$ cat src/verilog/wgt_pkg.sv
// Purpose : shared constants, types and helpers of the windowed guard timer
// Assumes : 32-bit AXI4-Lite register bus, one clock at 250 MHz
// Notes   : register word offsets are byte addresses on the bus
package wgt_pkg;

  // ---------------------------------------------------------------
  // register map
  // ---------------------------------------------------------------
  localparam int unsigned ADDR_W            = 8;
  localparam logic [7:0]  ADDR_MODE         = 8'h00;
  localparam logic [7:0]  ADDR_TIMEOUT      = 8'h04;
  localparam logic [7:0]  ADDR_FEED         = 8'h08;
  localparam logic [7:0]  ADDR_COUNT        = 8'h0C;
  localparam logic [7:0]  ADDR_WARN         = 8'h10;
  localparam logic [7:0]  ADDR_WINDOW       = 8'h14;
  localparam logic [7:0]  ADDR_INT_STATUS   = 8'h18;
  localparam logic [7:0]  ADDR_INT_CLEAR    = 8'h1C;
  localparam logic [7:0]  ADDR_INT_ENABLE   = 8'h20;
  localparam logic [7:0]  ADDR_RESET_CAUSE  = 8'h24;

  // ---------------------------------------------------------------
  // fields and reset values
  // ---------------------------------------------------------------
  localparam int unsigned MODE_EN_BIT       = 0;
  localparam int unsigned MODE_RST_BIT      = 1;
  localparam int unsigned MODE_WIN_BIT      = 2;
  localparam int unsigned CAUSE_BIT         = 0;
  localparam int unsigned CNT_W             = 24;
  localparam logic [23:0] TIMEOUT_MIN       = 24'h0000FF;
  localparam logic [23:0] TIMEOUT_RST       = 24'h0000FF;
  localparam logic [23:0] WINDOW_RST        = 24'hFFFFFF;
  localparam logic [23:0] WARN_RST          = 24'h000000;
  localparam logic [7:0]  FEED_KEY_FIRST    = 8'hAA;
  localparam logic [7:0]  FEED_KEY_SECOND   = 8'h55;
  localparam int unsigned INT_W             = 3;
  localparam int unsigned INT_TIMEOUT_BIT   = 0;
  localparam int unsigned INT_WARN_BIT      = 1;
  localparam int unsigned INT_FAULT_BIT     = 2;
  localparam logic [1:0]  RESP_OKAY         = 2'h0;
  localparam logic [1:0]  RESP_SLVERR       = 2'h2;

  // ---------------------------------------------------------------
  // timing
  // ---------------------------------------------------------------
  localparam int unsigned PRESCALE          = 4;
  localparam int unsigned OSC_FREQ_KHZ      = 500;
  localparam int unsigned CLK_FREQ_MHZ      = 250;
  localparam int unsigned RESET_PULSE_NS    = 1000;
  localparam int unsigned RESET_PULSE_CYC   = (RESET_PULSE_NS * CLK_FREQ_MHZ) / 1000;
  localparam int unsigned RST_CNT_W         = $clog2(RESET_PULSE_CYC + 1);

  typedef enum logic {
    FEED_IDLE,
    FEED_ARMED
  } wgt_feed_e;

  // merge a bus write into an old word under byte enables
  function automatic logic [31:0] wgt_apply_strb(input logic [31:0] old_word,
                                                 input logic [31:0] new_word,
                                                 input logic [3:0]  strb);
    logic [31:0] res;
    res = old_word;
    for (int i = 0; i < 4; i++) begin
      if (strb[i]) begin
        res[i*8 +: 8] = new_word[i*8 +: 8];
      end
    end
    return res;
  endfunction

endpackage

$ cat src/verilog/wgt_axil_slave.sv
// Purpose : AXI4-Lite slave front end for the guard timer registers
// Assumes : at most one write and one read outstanding
// Notes   : address and data of a write may come in either order
`timescale 1ns/1ps
module wgt_axil_slave
  import wgt_pkg::*;
(
  input  wire logic              ref_clk,
  input  wire logic              reset_n,
  input  wire logic [ADDR_W-1:0] s_axi_awaddr,
  input  wire logic              s_axi_awvalid,
  output logic                   s_axi_awready,
  input  wire logic [31:0]       s_axi_wdata,
  input  wire logic [3:0]        s_axi_wstrb,
  input  wire logic              s_axi_wvalid,
  output logic                   s_axi_wready,
  output logic [1:0]             s_axi_bresp,
  output logic                   s_axi_bvalid,
  input  wire logic              s_axi_bready,
  input  wire logic [ADDR_W-1:0] s_axi_araddr,
  input  wire logic              s_axi_arvalid,
  output logic                   s_axi_arready,
  output logic [31:0]            s_axi_rdata,
  output logic [1:0]             s_axi_rresp,
  output logic                   s_axi_rvalid,
  input  wire logic              s_axi_rready,
  output logic                   wr_en,
  output logic [ADDR_W-1:0]      wr_addr,
  output logic [31:0]            wr_data,
  output logic [3:0]             wr_strb,
  input  wire logic              wr_err,
  output logic                   rd_en,
  output logic [ADDR_W-1:0]      rd_addr,
  input  wire logic [31:0]       rd_data,
  input  wire logic              rd_err
);

  logic aw_have_reg;
  logic w_have_reg;
  logic aw_take;
  logic w_take;
  logic ar_take;
  logic aw_have_next;
  logic w_have_next;
  logic bvalid_next;
  logic rvalid_next;

  // readies are flops fed from next state, so they drop the edge an item is held
  assign aw_have_next  = ~wr_en & (aw_have_reg | aw_take);
  assign w_have_next   = ~wr_en & (w_have_reg | w_take);
  assign bvalid_next   = wr_en | (s_axi_bvalid & ~s_axi_bready);
  assign rvalid_next   = ar_take | (s_axi_rvalid & ~s_axi_rready);
  assign aw_take       = s_axi_awvalid & s_axi_awready;
  assign w_take        = s_axi_wvalid & s_axi_wready;
  assign ar_take       = s_axi_arvalid & s_axi_arready;
  assign wr_en         = aw_have_reg & w_have_reg;
  assign rd_en         = ar_take;
  assign rd_addr       = s_axi_araddr;

  always_ff @(posedge ref_clk or negedge reset_n) begin
    if (!reset_n) begin
      aw_have_reg  <= 1'b0;
      w_have_reg   <= 1'b0;
      wr_addr      <= '0;
      wr_data      <= '0;
      wr_strb      <= '0;
      s_axi_bvalid <= 1'b0;
      s_axi_bresp  <= RESP_OKAY;
      s_axi_rvalid <= 1'b0;
      s_axi_rdata  <= '0;
      s_axi_rresp  <= RESP_OKAY;
      s_axi_awready <= 1'b1;
      s_axi_wready  <= 1'b1;
      s_axi_arready <= 1'b1;
    end else begin
      s_axi_awready <= ~aw_have_next & ~bvalid_next;
      s_axi_wready  <= ~w_have_next & ~bvalid_next;
      s_axi_arready <= ~rvalid_next;
      if (aw_take) begin
        aw_have_reg <= 1'b1;
        wr_addr     <= s_axi_awaddr;
      end
      if (w_take) begin
        w_have_reg <= 1'b1;
        wr_data    <= s_axi_wdata;
        wr_strb    <= s_axi_wstrb;
      end
      if (wr_en) begin
        aw_have_reg  <= 1'b0;
        w_have_reg   <= 1'b0;
        s_axi_bvalid <= 1'b1;
        s_axi_bresp  <= wr_err ? RESP_SLVERR : RESP_OKAY;
      end else if (s_axi_bready) begin
        s_axi_bvalid <= 1'b0;
      end
      if (ar_take) begin
        s_axi_rvalid <= 1'b1;
        s_axi_rdata  <= rd_data;
        s_axi_rresp  <= rd_err ? RESP_SLVERR : RESP_OKAY;
      end else if (s_axi_rready) begin
        s_axi_rvalid <= 1'b0;
      end
    end
  end

endmodule

$ cat src/verilog/wgt_prescaler.sv
// Purpose : turns guard oscillator rising edges into one count tick per PRESCALE rising edges
// Assumes : guard_osc_clock is a level synchronous to ref_clk, much slower
// Notes   : the count restarts whenever the timer is not running
`timescale 1ns/1ps
module wgt_prescaler
  import wgt_pkg::*;
#(
  parameter int unsigned DIV = PRESCALE
) (
  input  wire logic ref_clk,
  input  wire logic reset_n,
  input  wire logic run,
  input  wire logic guard_osc_clock,
  output logic      count_tick
);

  localparam int unsigned DW = $clog2(DIV);

  logic          osc_prev_reg;
  logic [DW-1:0] div_reg;
  logic          osc_rise;
  logic          div_last;

  assign osc_rise = guard_osc_clock & ~osc_prev_reg;
  assign div_last = (div_reg == DW'(DIV - 1));

  always_ff @(posedge ref_clk or negedge reset_n) begin
    if (!reset_n) begin
      osc_prev_reg <= 1'b0;
      div_reg      <= '0;
      count_tick   <= 1'b0;
    end else begin
      osc_prev_reg <= guard_osc_clock;
      count_tick   <= run & osc_rise & div_last;
      if (!run) begin
        div_reg <= '0;
      end else if (osc_rise) begin
        div_reg <= div_last ? '0 : DW'(div_reg + 1'b1);
      end
    end
  end

endmodule

$ cat src/verilog/wgt_top.sv
// Purpose : windowed guard timer with reset, warning and fault interrupts
// Assumes : guard_osc_clock is a slow level sampled on ref_clk
// Notes   : chip_reset is a pulse; this block's own flops keep their state
`timescale 1ns/1ps
module wgt_top
  import wgt_pkg::*;
(
  input  wire logic              ref_clk,
  input  wire logic              reset_n,
  input  wire logic              guard_osc_clock,
  input  wire logic [ADDR_W-1:0] s_axi_awaddr,
  input  wire logic              s_axi_awvalid,
  output logic                   s_axi_awready,
  input  wire logic [31:0]       s_axi_wdata,
  input  wire logic [3:0]        s_axi_wstrb,
  input  wire logic              s_axi_wvalid,
  output logic                   s_axi_wready,
  output logic [1:0]             s_axi_bresp,
  output logic                   s_axi_bvalid,
  input  wire logic              s_axi_bready,
  input  wire logic [ADDR_W-1:0] s_axi_araddr,
  input  wire logic              s_axi_arvalid,
  output logic                   s_axi_arready,
  output logic [31:0]            s_axi_rdata,
  output logic [1:0]             s_axi_rresp,
  output logic                   s_axi_rvalid,
  input  wire logic              s_axi_rready,
  output logic                   chip_reset_reg,
  output logic                   irq_reg
);

  // ---------------------------------------------------------------
  // bus front end
  // ---------------------------------------------------------------
  logic              wr_en;
  logic [ADDR_W-1:0] wr_addr;
  logic [31:0]       wr_data;
  logic [3:0]        wr_strb;
  logic              wr_err;
  logic              rd_en;
  logic [ADDR_W-1:0] rd_addr;
  logic [31:0]       rd_data;
  logic              rd_err;

  wgt_axil_slave u_bus (
    .ref_clk       (ref_clk),
    .reset_n       (reset_n),
    .s_axi_awaddr  (s_axi_awaddr),
    .s_axi_awvalid (s_axi_awvalid),
    .s_axi_awready (s_axi_awready),
    .s_axi_wdata   (s_axi_wdata),
    .s_axi_wstrb   (s_axi_wstrb),
    .s_axi_wvalid  (s_axi_wvalid),
    .s_axi_wready  (s_axi_wready),
    .s_axi_bresp   (s_axi_bresp),
    .s_axi_bvalid  (s_axi_bvalid),
    .s_axi_bready  (s_axi_bready),
    .s_axi_araddr  (s_axi_araddr),
    .s_axi_arvalid (s_axi_arvalid),
    .s_axi_arready (s_axi_arready),
    .s_axi_rdata   (s_axi_rdata),
    .s_axi_rresp   (s_axi_rresp),
    .s_axi_rvalid  (s_axi_rvalid),
    .s_axi_rready  (s_axi_rready),
    .wr_en         (wr_en),
    .wr_addr       (wr_addr),
    .wr_data       (wr_data),
    .wr_strb       (wr_strb),
    .wr_err        (wr_err),
    .rd_en         (rd_en),
    .rd_addr       (rd_addr),
    .rd_data       (rd_data),
    .rd_err        (rd_err)
  );

  // ---------------------------------------------------------------
  // register state
  // ---------------------------------------------------------------
  logic             en_reg;
  logic             rst_mode_reg;
  logic             win_mode_reg;
  logic [CNT_W-1:0] timeout_reg;
  logic [CNT_W-1:0] warn_reg;
  logic [CNT_W-1:0] window_reg;
  logic [CNT_W-1:0] count_reg;
  logic [INT_W-1:0] int_status_reg;
  logic [INT_W-1:0] int_enable_reg;
  logic             cause_reg;
  logic [RST_CNT_W-1:0] rst_cnt_reg;
  wgt_feed_e        feed_state_reg;
  wgt_feed_e        feed_state_next;

  // ---------------------------------------------------------------
  // address decode
  // ---------------------------------------------------------------
  wire wr_mode    = wr_en && (wr_addr == ADDR_MODE);
  wire wr_timeout = wr_en && (wr_addr == ADDR_TIMEOUT);
  wire wr_feed    = wr_en && (wr_addr == ADDR_FEED);
  wire wr_warn    = wr_en && (wr_addr == ADDR_WARN);
  wire wr_window  = wr_en && (wr_addr == ADDR_WINDOW);
  wire wr_int_clr = wr_en && (wr_addr == ADDR_INT_CLEAR);
  wire wr_int_en  = wr_en && (wr_addr == ADDR_INT_ENABLE);
  wire wr_cause   = wr_en && (wr_addr == ADDR_RESET_CAUSE);
  wire wr_ro      = (wr_addr == ADDR_COUNT) || (wr_addr == ADDR_INT_STATUS);

  assign wr_err = ~(wr_mode | wr_timeout | wr_feed | wr_warn | wr_window |
                    wr_int_clr | wr_int_en | wr_cause | wr_ro);

  wire [31:0] mode_word = {29'h0, win_mode_reg, rst_mode_reg, en_reg};
  wire [31:0] mode_wr   = wgt_apply_strb(mode_word, wr_data, wr_strb);
  wire [31:0] tmo_wr    = wgt_apply_strb({8'h0, timeout_reg}, wr_data, wr_strb);
  wire [31:0] warn_wr   = wgt_apply_strb({8'h0, warn_reg}, wr_data, wr_strb);
  wire [31:0] win_wr    = wgt_apply_strb({8'h0, window_reg}, wr_data, wr_strb);
  wire [31:0] feed_wr   = wgt_apply_strb(32'h0, wr_data, wr_strb);

  // short timeouts are raised to the floor instead of refused
  wire [CNT_W-1:0] tmo_clamped = (tmo_wr[CNT_W-1:0] < TIMEOUT_MIN) ?
                                 TIMEOUT_MIN : tmo_wr[CNT_W-1:0];

  // ---------------------------------------------------------------
  // read mux
  // ---------------------------------------------------------------
  assign rd_data =
    (rd_addr == ADDR_MODE)        ? mode_word :
    (rd_addr == ADDR_TIMEOUT)     ? {8'h0, timeout_reg} :
    (rd_addr == ADDR_COUNT)       ? {8'h0, count_reg} :
    (rd_addr == ADDR_WARN)        ? {8'h0, warn_reg} :
    (rd_addr == ADDR_WINDOW)      ? {8'h0, window_reg} :
    (rd_addr == ADDR_INT_STATUS)  ? {29'h0, int_status_reg} :
    (rd_addr == ADDR_INT_ENABLE)  ? {29'h0, int_enable_reg} :
    (rd_addr == ADDR_RESET_CAUSE) ? {31'h0, cause_reg} : 32'h0;

  assign rd_err = ~((rd_addr == ADDR_MODE) || (rd_addr == ADDR_TIMEOUT) ||
                    (rd_addr == ADDR_FEED) || (rd_addr == ADDR_COUNT) ||
                    (rd_addr == ADDR_WARN) || (rd_addr == ADDR_WINDOW) ||
                    (rd_addr == ADDR_INT_STATUS) || (rd_addr == ADDR_INT_CLEAR) ||
                    (rd_addr == ADDR_INT_ENABLE) || (rd_addr == ADDR_RESET_CAUSE));

  // ---------------------------------------------------------------
  // oscillator prescaler
  // ---------------------------------------------------------------
  logic count_tick;

  // the oscillator only matters while enabled; when idle the divider rests
  wgt_prescaler #(
    .DIV (PRESCALE)
  ) u_presc (
    .ref_clk         (ref_clk),
    .reset_n         (reset_n),
    .run             (en_reg),
    .guard_osc_clock (guard_osc_clock),
    .count_tick      (count_tick)
  );

  // ---------------------------------------------------------------
  // service sequence
  // ---------------------------------------------------------------
  wire key_first  = wr_feed && (feed_wr[7:0] == FEED_KEY_FIRST);
  wire key_second = wr_feed && (feed_wr[7:0] == FEED_KEY_SECOND);
  wire any_access = wr_en || rd_en;

  logic feed_done;
  logic seq_bad;

  always_comb begin
    feed_state_next = feed_state_reg;
    feed_done       = 1'b0;
    seq_bad         = 1'b0;
    case (feed_state_reg)
      FEED_IDLE: begin
        if (key_first) begin
          feed_state_next = FEED_ARMED;
        end
      end
      FEED_ARMED: begin
        if (key_second) begin
          feed_done       = 1'b1;
          feed_state_next = FEED_IDLE;
        end else if (any_access) begin
          seq_bad         = 1'b1;
          feed_state_next = FEED_IDLE;
        end
      end
      default: begin
        feed_state_next = FEED_IDLE;
      end
    endcase
  end

  // ---------------------------------------------------------------
  // trip conditions
  // ---------------------------------------------------------------
  // an early service in window mode is a fault, not a reload
  wire early      = win_mode_reg && (count_reg > window_reg);
  wire fault      = en_reg && (seq_bad || (feed_done && early));
  wire reload     = en_reg && feed_done && !early;
  wire expire     = en_reg && count_tick && (count_reg == '0);
  wire warn_hit   = en_reg && count_tick && (count_reg == warn_reg);
  wire trip       = fault || expire;
  wire trip_reset = trip && rst_mode_reg;
  wire start      = wr_mode && mode_wr[MODE_EN_BIT] && !en_reg;

  wire [INT_W-1:0] int_set = {fault && !rst_mode_reg, warn_hit, expire && !rst_mode_reg};
  wire [INT_W-1:0] int_clr = wr_int_clr ? wr_data[INT_W-1:0] : '0;

  // ---------------------------------------------------------------
  // control and mode
  // ---------------------------------------------------------------
  always_ff @(posedge ref_clk or negedge reset_n) begin
    if (!reset_n) begin
      en_reg       <= 1'b0;
      rst_mode_reg <= 1'b0;
      win_mode_reg <= 1'b0;
    end else begin
      // software can only set enable; a trip takes precedence
      if (trip) begin
        en_reg <= 1'b0;
      end else if (start) begin
        en_reg <= 1'b1;
      end
      if (wr_mode) begin
        rst_mode_reg <= mode_wr[MODE_RST_BIT];
        win_mode_reg <= mode_wr[MODE_WIN_BIT];
      end
    end
  end

  always_ff @(posedge ref_clk or negedge reset_n) begin
    if (!reset_n) begin
      timeout_reg <= TIMEOUT_RST;
      warn_reg    <= WARN_RST;
      window_reg  <= WINDOW_RST;
    end else begin
      if (wr_timeout) begin
        timeout_reg <= tmo_clamped;
      end
      if (wr_warn) begin
        warn_reg <= warn_wr[CNT_W-1:0];
      end
      if (wr_window) begin
        window_reg <= win_wr[CNT_W-1:0];
      end
    end
  end

  // ---------------------------------------------------------------
  // down counter
  // ---------------------------------------------------------------
  // no power-down input gates the step: a running timer keeps counting
  always_ff @(posedge ref_clk or negedge reset_n) begin
    if (!reset_n) begin
      count_reg      <= TIMEOUT_RST;
      feed_state_reg <= FEED_IDLE;
    end else begin
      feed_state_reg <= feed_state_next;
      if (start || reload || trip) begin
        count_reg <= timeout_reg;
      end else if (count_tick && (count_reg != '0)) begin
        count_reg <= count_reg - 1'b1;
      end
    end
  end

  // ---------------------------------------------------------------
  // chip reset pulse and cause flag
  // ---------------------------------------------------------------
  always_ff @(posedge ref_clk or negedge reset_n) begin
    if (!reset_n) begin
      rst_cnt_reg    <= '0;
      chip_reset_reg <= 1'b0;
      cause_reg      <= 1'b0;
    end else begin
      if (trip_reset) begin
        rst_cnt_reg <= RST_CNT_W'(RESET_PULSE_CYC);
      end else if (rst_cnt_reg != '0) begin
        rst_cnt_reg <= rst_cnt_reg - 1'b1;
      end
      chip_reset_reg <= trip_reset || (rst_cnt_reg > RST_CNT_W'(1));
      // set wins over a clear landing in the same cycle
      if (trip_reset) begin
        cause_reg <= 1'b1;
      end else if (wr_cause && wr_data[CAUSE_BIT]) begin
        cause_reg <= 1'b0;
      end
    end
  end

  // ---------------------------------------------------------------
  // interrupts
  // ---------------------------------------------------------------
  always_ff @(posedge ref_clk or negedge reset_n) begin
    if (!reset_n) begin
      int_status_reg <= '0;
      int_enable_reg <= '0;
      irq_reg        <= 1'b0;
    end else begin
      int_status_reg <= (int_status_reg & ~int_clr) | int_set;
      if (wr_int_en) begin
        int_enable_reg <= wr_data[INT_W-1:0];
      end
      irq_reg <= |(int_status_reg & int_enable_reg);
    end
  end

endmodule
$ cat config.mk
export PLATFORM = sky130hd
export DESIGN_NAME = wgt_top
export DESIGN_NICKNAME = d
export VERILOG_FILES = /design/src/verilog/wgt_pkg.sv /design/src/verilog/wgt_axil_slave.sv /design/src/verilog/wgt_prescaler.sv /design/src/verilog/wgt_top.sv
export SDC_FILE = /design/constraint.sdc
export NUM_CORES = 1
export LEC_CHECK = 0
export ABC_AREA = 0
export BUFFER_PORTS_ARGS = -buffer_cell sky130_fd_sc_hd__buf_2
export CAP_MARGIN = 25
export CORE_ASPECT_RATIO = 1.25
export CORE_MARGIN = 5
export CORE_UTILIZATION = 50
export CTS_CLUSTER_DIAMETER = 100
export DETAILED_ROUTE_END_ITERATION = 8
export HOLD_SLACK_MARGIN = 0.06
export PLACE_DENSITY = 0.7
export SETUP_SLACK_MARGIN = 0.02
export SYNTH_ARGS = -nofsm -noshare
export SYNTH_HDL_FRONTEND = slang
export SYNTH_SLANG_ARGS = --single-unit
$ cat constraint.sdc
create_clock -name ref_clk -period 4.1 [get_ports ref_clk]
set_clock_uncertainty 0.15 [all_clocks]
set_input_delay 0.41 -clock ref_clk [delete_from_list [all_inputs] [get_ports ref_clk]]
set_output_delay 0.41 -clock ref_clk [all_outputs]
set_load 0.1 [all_outputs]
## Yosys cells after proc, flatten, opt, wreduce, memory -nomap -nowiden

Index checks and enable logic that the tools add are counted.

| word-level totals | value |
|---|---|
| word-level logic and storage cells | 211 |
| bits in read-only memories | 0 |
| bits in registers | 199 |
| bits in latches | 0 |
| memories | 0 |
| bits in writable memories | 0 |

| cells by class | value |
|---|---|
| divide/modulo/power cells | 0 |
| order comparisons | 3 |
| shifts and indexed selects | 0 |
| add/subtract/negate cells | 3 |
| $mul | 0 |
| equal/unequal tests | 23 |
| bitwise logic cells | 38 |
| reductions and logical operators | 65 |
| multiplexer cells | 45 |

Operators with widths:

| kind | number |
|---|---|
| 2-to-1 mux 24 bit | 8 |
| equality test 8 x 5 -> 1 bit, second input constant | 8 |
| 2-to-1 mux 8 bit | 6 |
| equality test 8 x 4 -> 1 bit, second input constant | 4 |
| equality test 8 x 6 -> 1 bit, second input constant | 4 |
| logical AND 1 bit | 25 |
| equality test 24 bit | 1 |
| greater-than comparator 24 bit | 1 |
| logical NOT 24 bit | 1 |
| less-than comparator 24 x 8 -> 1 bit, second input constant | 1 |
| nonzero test 24 bit | 1 |
| subtractor 24 x 1 -> 24 bit, second input constant | 1 |
| 2-to-1 mux 1 bit | 22 |
| equality test 8 x 3 -> 1 bit, second input constant | 2 |
| logical NOT 8 bit | 2 |
| logical OR 1 bit | 16 |
| nonzero test 2 bit | 8 |
| AND reduction 2 bit | 7 |
| bitwise AND 1 bit | 13 |
| OR 1 bit | 12 |
| 2-to-1 mux 2 bit | 5 |
| 2-to-1 mux 3 bit | 3 |
| NOT 1 bit | 9 |
| equality test 8 x 7 -> 1 bit, second input constant | 1 |
| 13 further kinds | 16 |

## Logic depth before layout (Yosys ltp)

| depth | value |
|---|---|
| depth after elaboration | 11 |
| mapped depth | 11 |

## Modules after synthesis

Synthesis repeated with hierarchy kept, for this count alone.

| second synthesis, totals | value |
|---|---|
| cells, all modules | 868 |
| area, all modules | 10541.4 um^2 |

Modules (own cells, without submodules):

| module | sequential area each (um^2) | cells each | instances | area an instance (um^2) |
|---|---|---|---|---|
| wgt_top | 2977.9 | 660 | 1 | 7011.7 |
| wgt_axil_slave | 2130.8 | 195 | 1 | 3359.5 |
| wgt_prescaler | 100.1 | 13 | 1 | 170.2 |

## Least setup slack after synthesis

OpenSTA, ideal clock, no wires.

| timing | value |
|---|---|
| kind | register to register |
| start | register window_reg[23] |
| end | register count_reg[10] |
| path buffers | 2 |
| setup slack | 1045 ps |
| setup time | 125 ps |
| clock period less this slack | 3055 ps |
| stages on the path, launching flop included | 12 |
| arrival | 2780 ps |
| path through | dfstp_2 inv_1 ha_1 nand4_2 nor4_4 nand3_1 a2111o_1 a31o_1 and3_1 buf_6 buf_6 mux2_4 |

| between the ends | value |
|---|---|
| cells in the longest elaborated chain, start to end | 8 |
| elaborated cells between the ends (all ways) | 12 |

RTL lines:

| what | line | source |
|---|---|---|
| start: declaration | wgt_top.sv:84 | `logic [CNT_W-1:0] window_reg;` |
| start signal: assignment | wgt_top.sv:241 | `window_reg <= win_wr[CNT_W-1:0];` |
| greater-than comparator 24 bit * | wgt_top.sv:194 | `wire early = win_mode_reg && (count_reg > window_reg);` |
| logical AND 1 bit * | wgt_top.sv:194 |  |
| logical AND 1 bit | wgt_top.sv:195 | `wire fault = en_reg && (seq_bad \|\| (feed_done && early));` |
| logical OR 1 bit | wgt_top.sv:195 |  |
| logical AND 1 bit | wgt_top.sv:195 |  |
| logical OR 1 bit | wgt_top.sv:199 | `wire trip = fault \|\| expire;` |
| logical OR 1 bit * | wgt_top.sv:256 | `if (start \|\| reload \|\| trip) begin` |
| 2-to-1 mux 24 bit / nonzero test 2 bit (equally long branches) | -- |  |
| end signal: assignment | wgt_top.sv:257 | `count_reg <= timeout_reg;` |
| end signal: assignment | wgt_top.sv:259 | `count_reg <= count_reg - 1'b1;` |
| end: declaration | wgt_top.sv:85 | `logic [CNT_W-1:0] count_reg;` |

Every way passes the cells marked *; elsewhere a longest branch is shown, timed or not.
A chain may end at the register's enable or synchronous reset.

## Final worst setup path

| timing | value |
|---|---|
| start | register window_reg[19] |
| end | register count_reg[23] |

The elaborated chain is that of the path after synthesis.

==> impl_metrics.xml <==
<?xml version="1.0" encoding="UTF-8"?>
<metrics>
  <group name="finish">
    <metric name="post_layout_nonfiller_instances" unit="">1257</metric>
    <metric name="multi_input_area" unit="sq um">4640</metric>
    <metric name="fillerInstances" unit="">1644</metric>
    <metric name="fin_nets" unit="">1067</metric>
    <metric name="final_layout_size_suffix_gt1_share" unit="%">31.4</metric>
    <metric name="antenna_cells_inserted" unit="">0</metric>
    <metric name="layout-area-overhead-vs-synth" unit="%">16.9</metric>
    <metric name="register_area" unit="sq um">4780</metric>
    <metric name="most-common-layout-cells" unit="">sky130_fd_sc_hd__dfrtp_1 (146), sky130_fd_sc_hd__mux2_2 (113), sky130_fd_sc_hd__buf_2 (82), sky130_fd_sc_hd__nand2_1 (70), sky130_fd_sc_hd__o21ai_0 (62)</metric>
    <metric name="postLayoutCoreUtil" unit="%">59.1</metric>
    <metric name="most_common_cell_after_layout_fill_and_taps_aside" unit="">sky130_fd_sc_hd__dfrtp_1</metric>
  </group>
  <group name="global_route">
    <metric name="global_route.usage.met1" unit="%">29.3</metric>
    <metric name="global_route.usage.total" unit="%">22.2</metric>
    <metric name="grt_first_pass_wirelength" unit="mm">39.3</metric>
    <metric name="gr-total-overflow" unit="">0</metric>
    <metric name="met3_usage" unit="%">3.21</metric>
    <metric name="pin_count_of_the_biggest_net_entering_global_routing" unit="">108</metric>
    <metric name="vias_in_the_first_global_route" unit="">7348</metric>
    <metric name="met2_usage" unit="%">36.6</metric>
    <metric name="grt_most_used_layer" unit="">met2</metric>
    <metric name="number_of_antenna_violations_at_the_first_check_in_global_routing" unit="">0</metric>
  </group>
  <group name="placement">
    <metric name="numPlacedInstances" unit="">1187</metric>
    <metric name="gpl.final_weighted_congestion" unit="">0.946</metric>
    <metric name="place.detailed.hpwl" unit="mm">16.9</metric>
    <metric name="buffer_ports.inserted" unit="">83</metric>
    <metric name="dp_slack" unit="ps">786</metric>
  </group>
  <group name="logic_synthesis">
    <metric name="synth-seq-cells" unit="">189</metric>
    <metric name="synthesis.yosys.warnings" unit="">0</metric>
    <metric name="synth_top_cell_area_share" unit="%">37.4</metric>
    <metric name="post_synth_top_flop" unit="">sky130_fd_sc_hd__dfrtp_1</metric>
    <metric name="syn_area" unit="sq um">9770</metric>
    <metric name="ys_seq_area_share" unit="%">49.0</metric>
    <metric name="syn_inst" unit="">859</metric>
    <metric name="syn-mean-instance-area" unit="sq um">11.4</metric>
    <metric name="synth-edff-count" unit="">0</metric>
    <metric name="ys_top_cells_by_area" unit="">sky130_fd_sc_hd__dfrtp_1 (37%), sky130_fd_sc_hd__mux2_2 (13%), sky130_fd_sc_hd__dfstp_2 (12%)</metric>
    <metric name="synth.lib_cells_used.distinct" unit="">61</metric>
    <metric name="synthDominantAreaCellType" unit="">sky130_fd_sc_hd__dfrtp_1</metric>
    <metric name="asyncSetResetFlopFracSynth" unit="%">100</metric>
  </group>
  <group name="timing">
    <metric name="setup_violations" unit="">0</metric>
    <metric name="finalHoldViolations" unit="">0</metric>
    <metric name="slew_violations" unit="">0</metric>
    <metric name="finalWorstPathRequiredPeriod" unit="ps">3360</metric>
    <metric name="post_route_fraction_of_the_period_consumed_by_the_critical_path" unit="%">82.0</metric>
    <metric name="final_setup_tns" unit="ps">0</metric>
    <metric name="setup_repair_after_global_routing_missed_its_margin" unit="">no</metric>
    <metric name="postLayoutSetupSlackWorst" unit="ps">738</metric>
    <metric name="worst_slew_pin_slew" unit="ps">991</metric>
    <metric name="max_slew_margin" unit="%">33.4</metric>
    <metric name="timing.fmax" unit="MHz">297</metric>
  </group>
  <group name="drt">
    <metric name="first_pass_iters" unit="">6</metric>
    <metric name="route.detailed.drc" unit="">0</metric>
    <metric name="finalWirelength" unit="mm">24.2</metric>
    <metric name="via_count" unit="">7140</metric>
    <metric name="wl_per_cell" unit="microns">19.2</metric>
    <metric name="initialDrtViolationCount" unit="">589</metric>
    <metric name="detail-route-antenna-nets" unit="">0</metric>
    <metric name="vias_per_cell" unit="">5.68</metric>
  </group>
  <group name="worst_hold_path">
    <metric name="holdPathStages" unit="">2</metric>
    <metric name="hp-start" unit="">s_axi_wdata[1]</metric>
    <metric name="worst_hold_path_type" unit="">in -&gt; reg</metric>
    <metric name="whs_endpoint" unit="">u_bus.wr_data[1]</metric>
  </group>
  <group name="die">
    <metric name="placementRows" unit="">57</metric>
    <metric name="die-width" unit="microns">135</metric>
    <metric name="io_pins" unit="">103</metric>
    <metric name="fp.coreArea" unit="sq um">19300</metric>
    <metric name="fp.dieH" unit="microns">166</metric>
    <metric name="die_area" unit="sq um">22500</metric>
    <metric name="initial_utilization" unit="%">50.5</metric>
  </group>
  <group name="critical_path">
    <metric name="regToRegSetupSlack" unit="ps">740</metric>
    <metric name="crit_arrival" unit="ps">3520</metric>
    <metric name="worst_r2r_endpoint" unit="">count_reg[23]</metric>
    <metric name="timing.critical_path.fanout_max" unit="">14</metric>
    <metric name="worstSetupStartpointType" unit="">flip-flop</metric>
    <metric name="critical_path.reg2reg.startpoint" unit="">window_reg[19]</metric>
    <metric name="timing.critical_path.required" unit="ps">4260</metric>
    <metric name="crit_path_start" unit="">window_reg[19]</metric>
    <metric name="endpoint_kind" unit="">flip-flop</metric>
    <metric name="worst-r2r-cell-count" unit="">10</metric>
    <metric name="worstSetupPathType" unit="">reg -&gt; reg</metric>
  </group>
  <group name="clock_tree">
    <metric name="h-tree-depth" unit="">4</metric>
    <metric name="tritoncts" unit="">done</metric>
    <metric name="cts.clk_slew.worst_paths" unit="ps">60</metric>
    <metric name="insertion_delay" unit="ps">430</metric>
    <metric name="tritoncts_buffers" unit="">17</metric>
    <metric name="postCtsResizedCells" unit="">0</metric>
    <metric name="ctsHoldBuffers" unit="">37</metric>
    <metric name="clk_root_buffer_cell" unit="">sky130_fd_sc_hd__clkbuf_16</metric>
    <metric name="post-cts-setup-buffers" unit="">0</metric>
    <metric name="maximum_count_of_clock_buffers_along_a_single_path" unit="">2</metric>
    <metric name="numClockSinks" unit="">189</metric>
  </group>
  <group name="pwr">
    <metric name="p_per_area" unit="nW/um^2">507</metric>
    <metric name="total_leakage_power" unit="nW">5.33</metric>
    <metric name="design_power_total" unit="mW">5.78</metric>
    <metric name="vdd_ir_drop_max" unit="uV">530</metric>
  </group>
  <group name="job">
    <metric name="maxcap_viol_count" unit="">0</metric>
  </group>
  <group name="run_status">
    <metric name="outcome" unit="">complete, no violations</metric>
  </group>
</metrics>
==> worst max-delay path, stage by stage (launching register included) <==
cell and delay [ps]:
sky130_fd_sc_hd__dfstp_2 540, sky130_fd_sc_hd__inv_1 50, sky130_fd_sc_hd__ha_1 320, sky130_fd_sc_hd__nand4_2 220
sky130_fd_sc_hd__nor4_4 370, sky130_fd_sc_hd__nand3_1 110, sky130_fd_sc_hd__a2111o_1 430, sky130_fd_sc_hd__nand3_1 170
sky130_fd_sc_hd__and3_1 210, sky130_fd_sc_hd__buf_4 310, sky130_fd_sc_hd__mux2_2 370
==> cells by family after synthesis <==
logic type,synth area share [%]
simple gates,11.9
flops,49.0
compound gates,10.3
mux,17.0
buf+inv,4.01
xor+xnor,4.21
fa+ha+maj,3.59
other cells,0.0384
==> cell usage after synthesis, types with 2 or more instances <==
cell,instances
sky130_fd_sc_hd__nand3b_1,2
sky130_fd_sc_hd__and3_1,6
sky130_fd_sc_hd__a221oi_1,2
sky130_fd_sc_hd__o21a_1,2
sky130_fd_sc_hd__o22a_1,8
sky130_fd_sc_hd__a222oi_1,24
sky130_fd_sc_hd__nor3_1,19
sky130_fd_sc_hd__a211oi_1,2
sky130_fd_sc_hd__xor2_1,31
sky130_fd_sc_hd__nor4_1,19
sky130_fd_sc_hd__a21oi_1,21
sky130_fd_sc_hd__inv_1,45
sky130_fd_sc_hd__ha_1,28
sky130_fd_sc_hd__buf_4,12
sky130_fd_sc_hd__o2bb2ai_1,2
sky130_fd_sc_hd__nor2_1,30
sky130_fd_sc_hd__nor4b_1,2
sky130_fd_sc_hd__nand4_1,15
sky130_fd_sc_hd__mux2i_1,9
sky130_fd_sc_hd__buf_6,3
sky130_fd_sc_hd__a31oi_1,2
sky130_fd_sc_hd__nor3b_1,3
sky130_fd_sc_hd__nor2b_1,8
sky130_fd_sc_hd__o21ai_0,62
sky130_fd_sc_hd__dfstp_2,43
sky130_fd_sc_hd__o41ai_1,3
sky130_fd_sc_hd__clkbuf_1,25
sky130_fd_sc_hd__dfrtp_1,146
sky130_fd_sc_hd__a22oi_1,3
sky130_fd_sc_hd__nand4_2,3
sky130_fd_sc_hd__xnor2_1,16
sky130_fd_sc_hd__a32oi_1,2
sky130_fd_sc_hd__mux2_2,113
sky130_fd_sc_hd__or4_1,4
sky130_fd_sc_hd__nand2_1,70
sky130_fd_sc_hd__nand2b_1,11
sky130_fd_sc_hd__a21o_1,7
sky130_fd_sc_hd__nand3_1,14
sky130_fd_sc_hd__mux2_4,20
==> stage by stage <==
stage	instance area, sq um	hold WS (ps)
finish	11400	90.4
detailed placement	10400	316
global route	11400	81.7
global placement	10400	307
CTS	11400	72.8
floorplan	9800	-35.6
==> routing by layer <==
layer | part of all wire (%) | vias up
met3 | 4.9 | 49
met4 | 3.3 | 0
met5 | 0 | -
li1 | - | 3348
met2 | 48 | 214
met1 | 43 | 3529
==> report_power, final <==
| part | switching, mW | internal [mW] |
|---|---|---|
| registers | 0.461 | 2.23 |
| logic | 0.803 | 0.601 |
| clock network | 0.684 | 1.01 |
| total | 1.95 | 3.84 |
==> worst max-delay path by stage <==
stage                    end  slack, ps  cells past startpoint
3_3_place_gp   count_reg[23]        810                     10
4_1_cts        count_reg[23]        770                     10
6_report       count_reg[23]        740                     10
5_1_grt        count_reg[23]        550                     10
2_1_floorplan  count_reg[10]       1040                     11
3_5_place_dp   count_reg[23]        790                     10
==> layout make-up <==
class | count | share of cell area, %
clock buffers | 26 | 4.29
clock inverters | 6 | 0.964
well taps | 265 | 2.90
inverters | 45 | 1.48
repair buffers | 133 | 7.81
flip-flops and latches | 189 | 41.9
multi-input cells | 593 | 40.7
(Power assumes the default switching activity.)
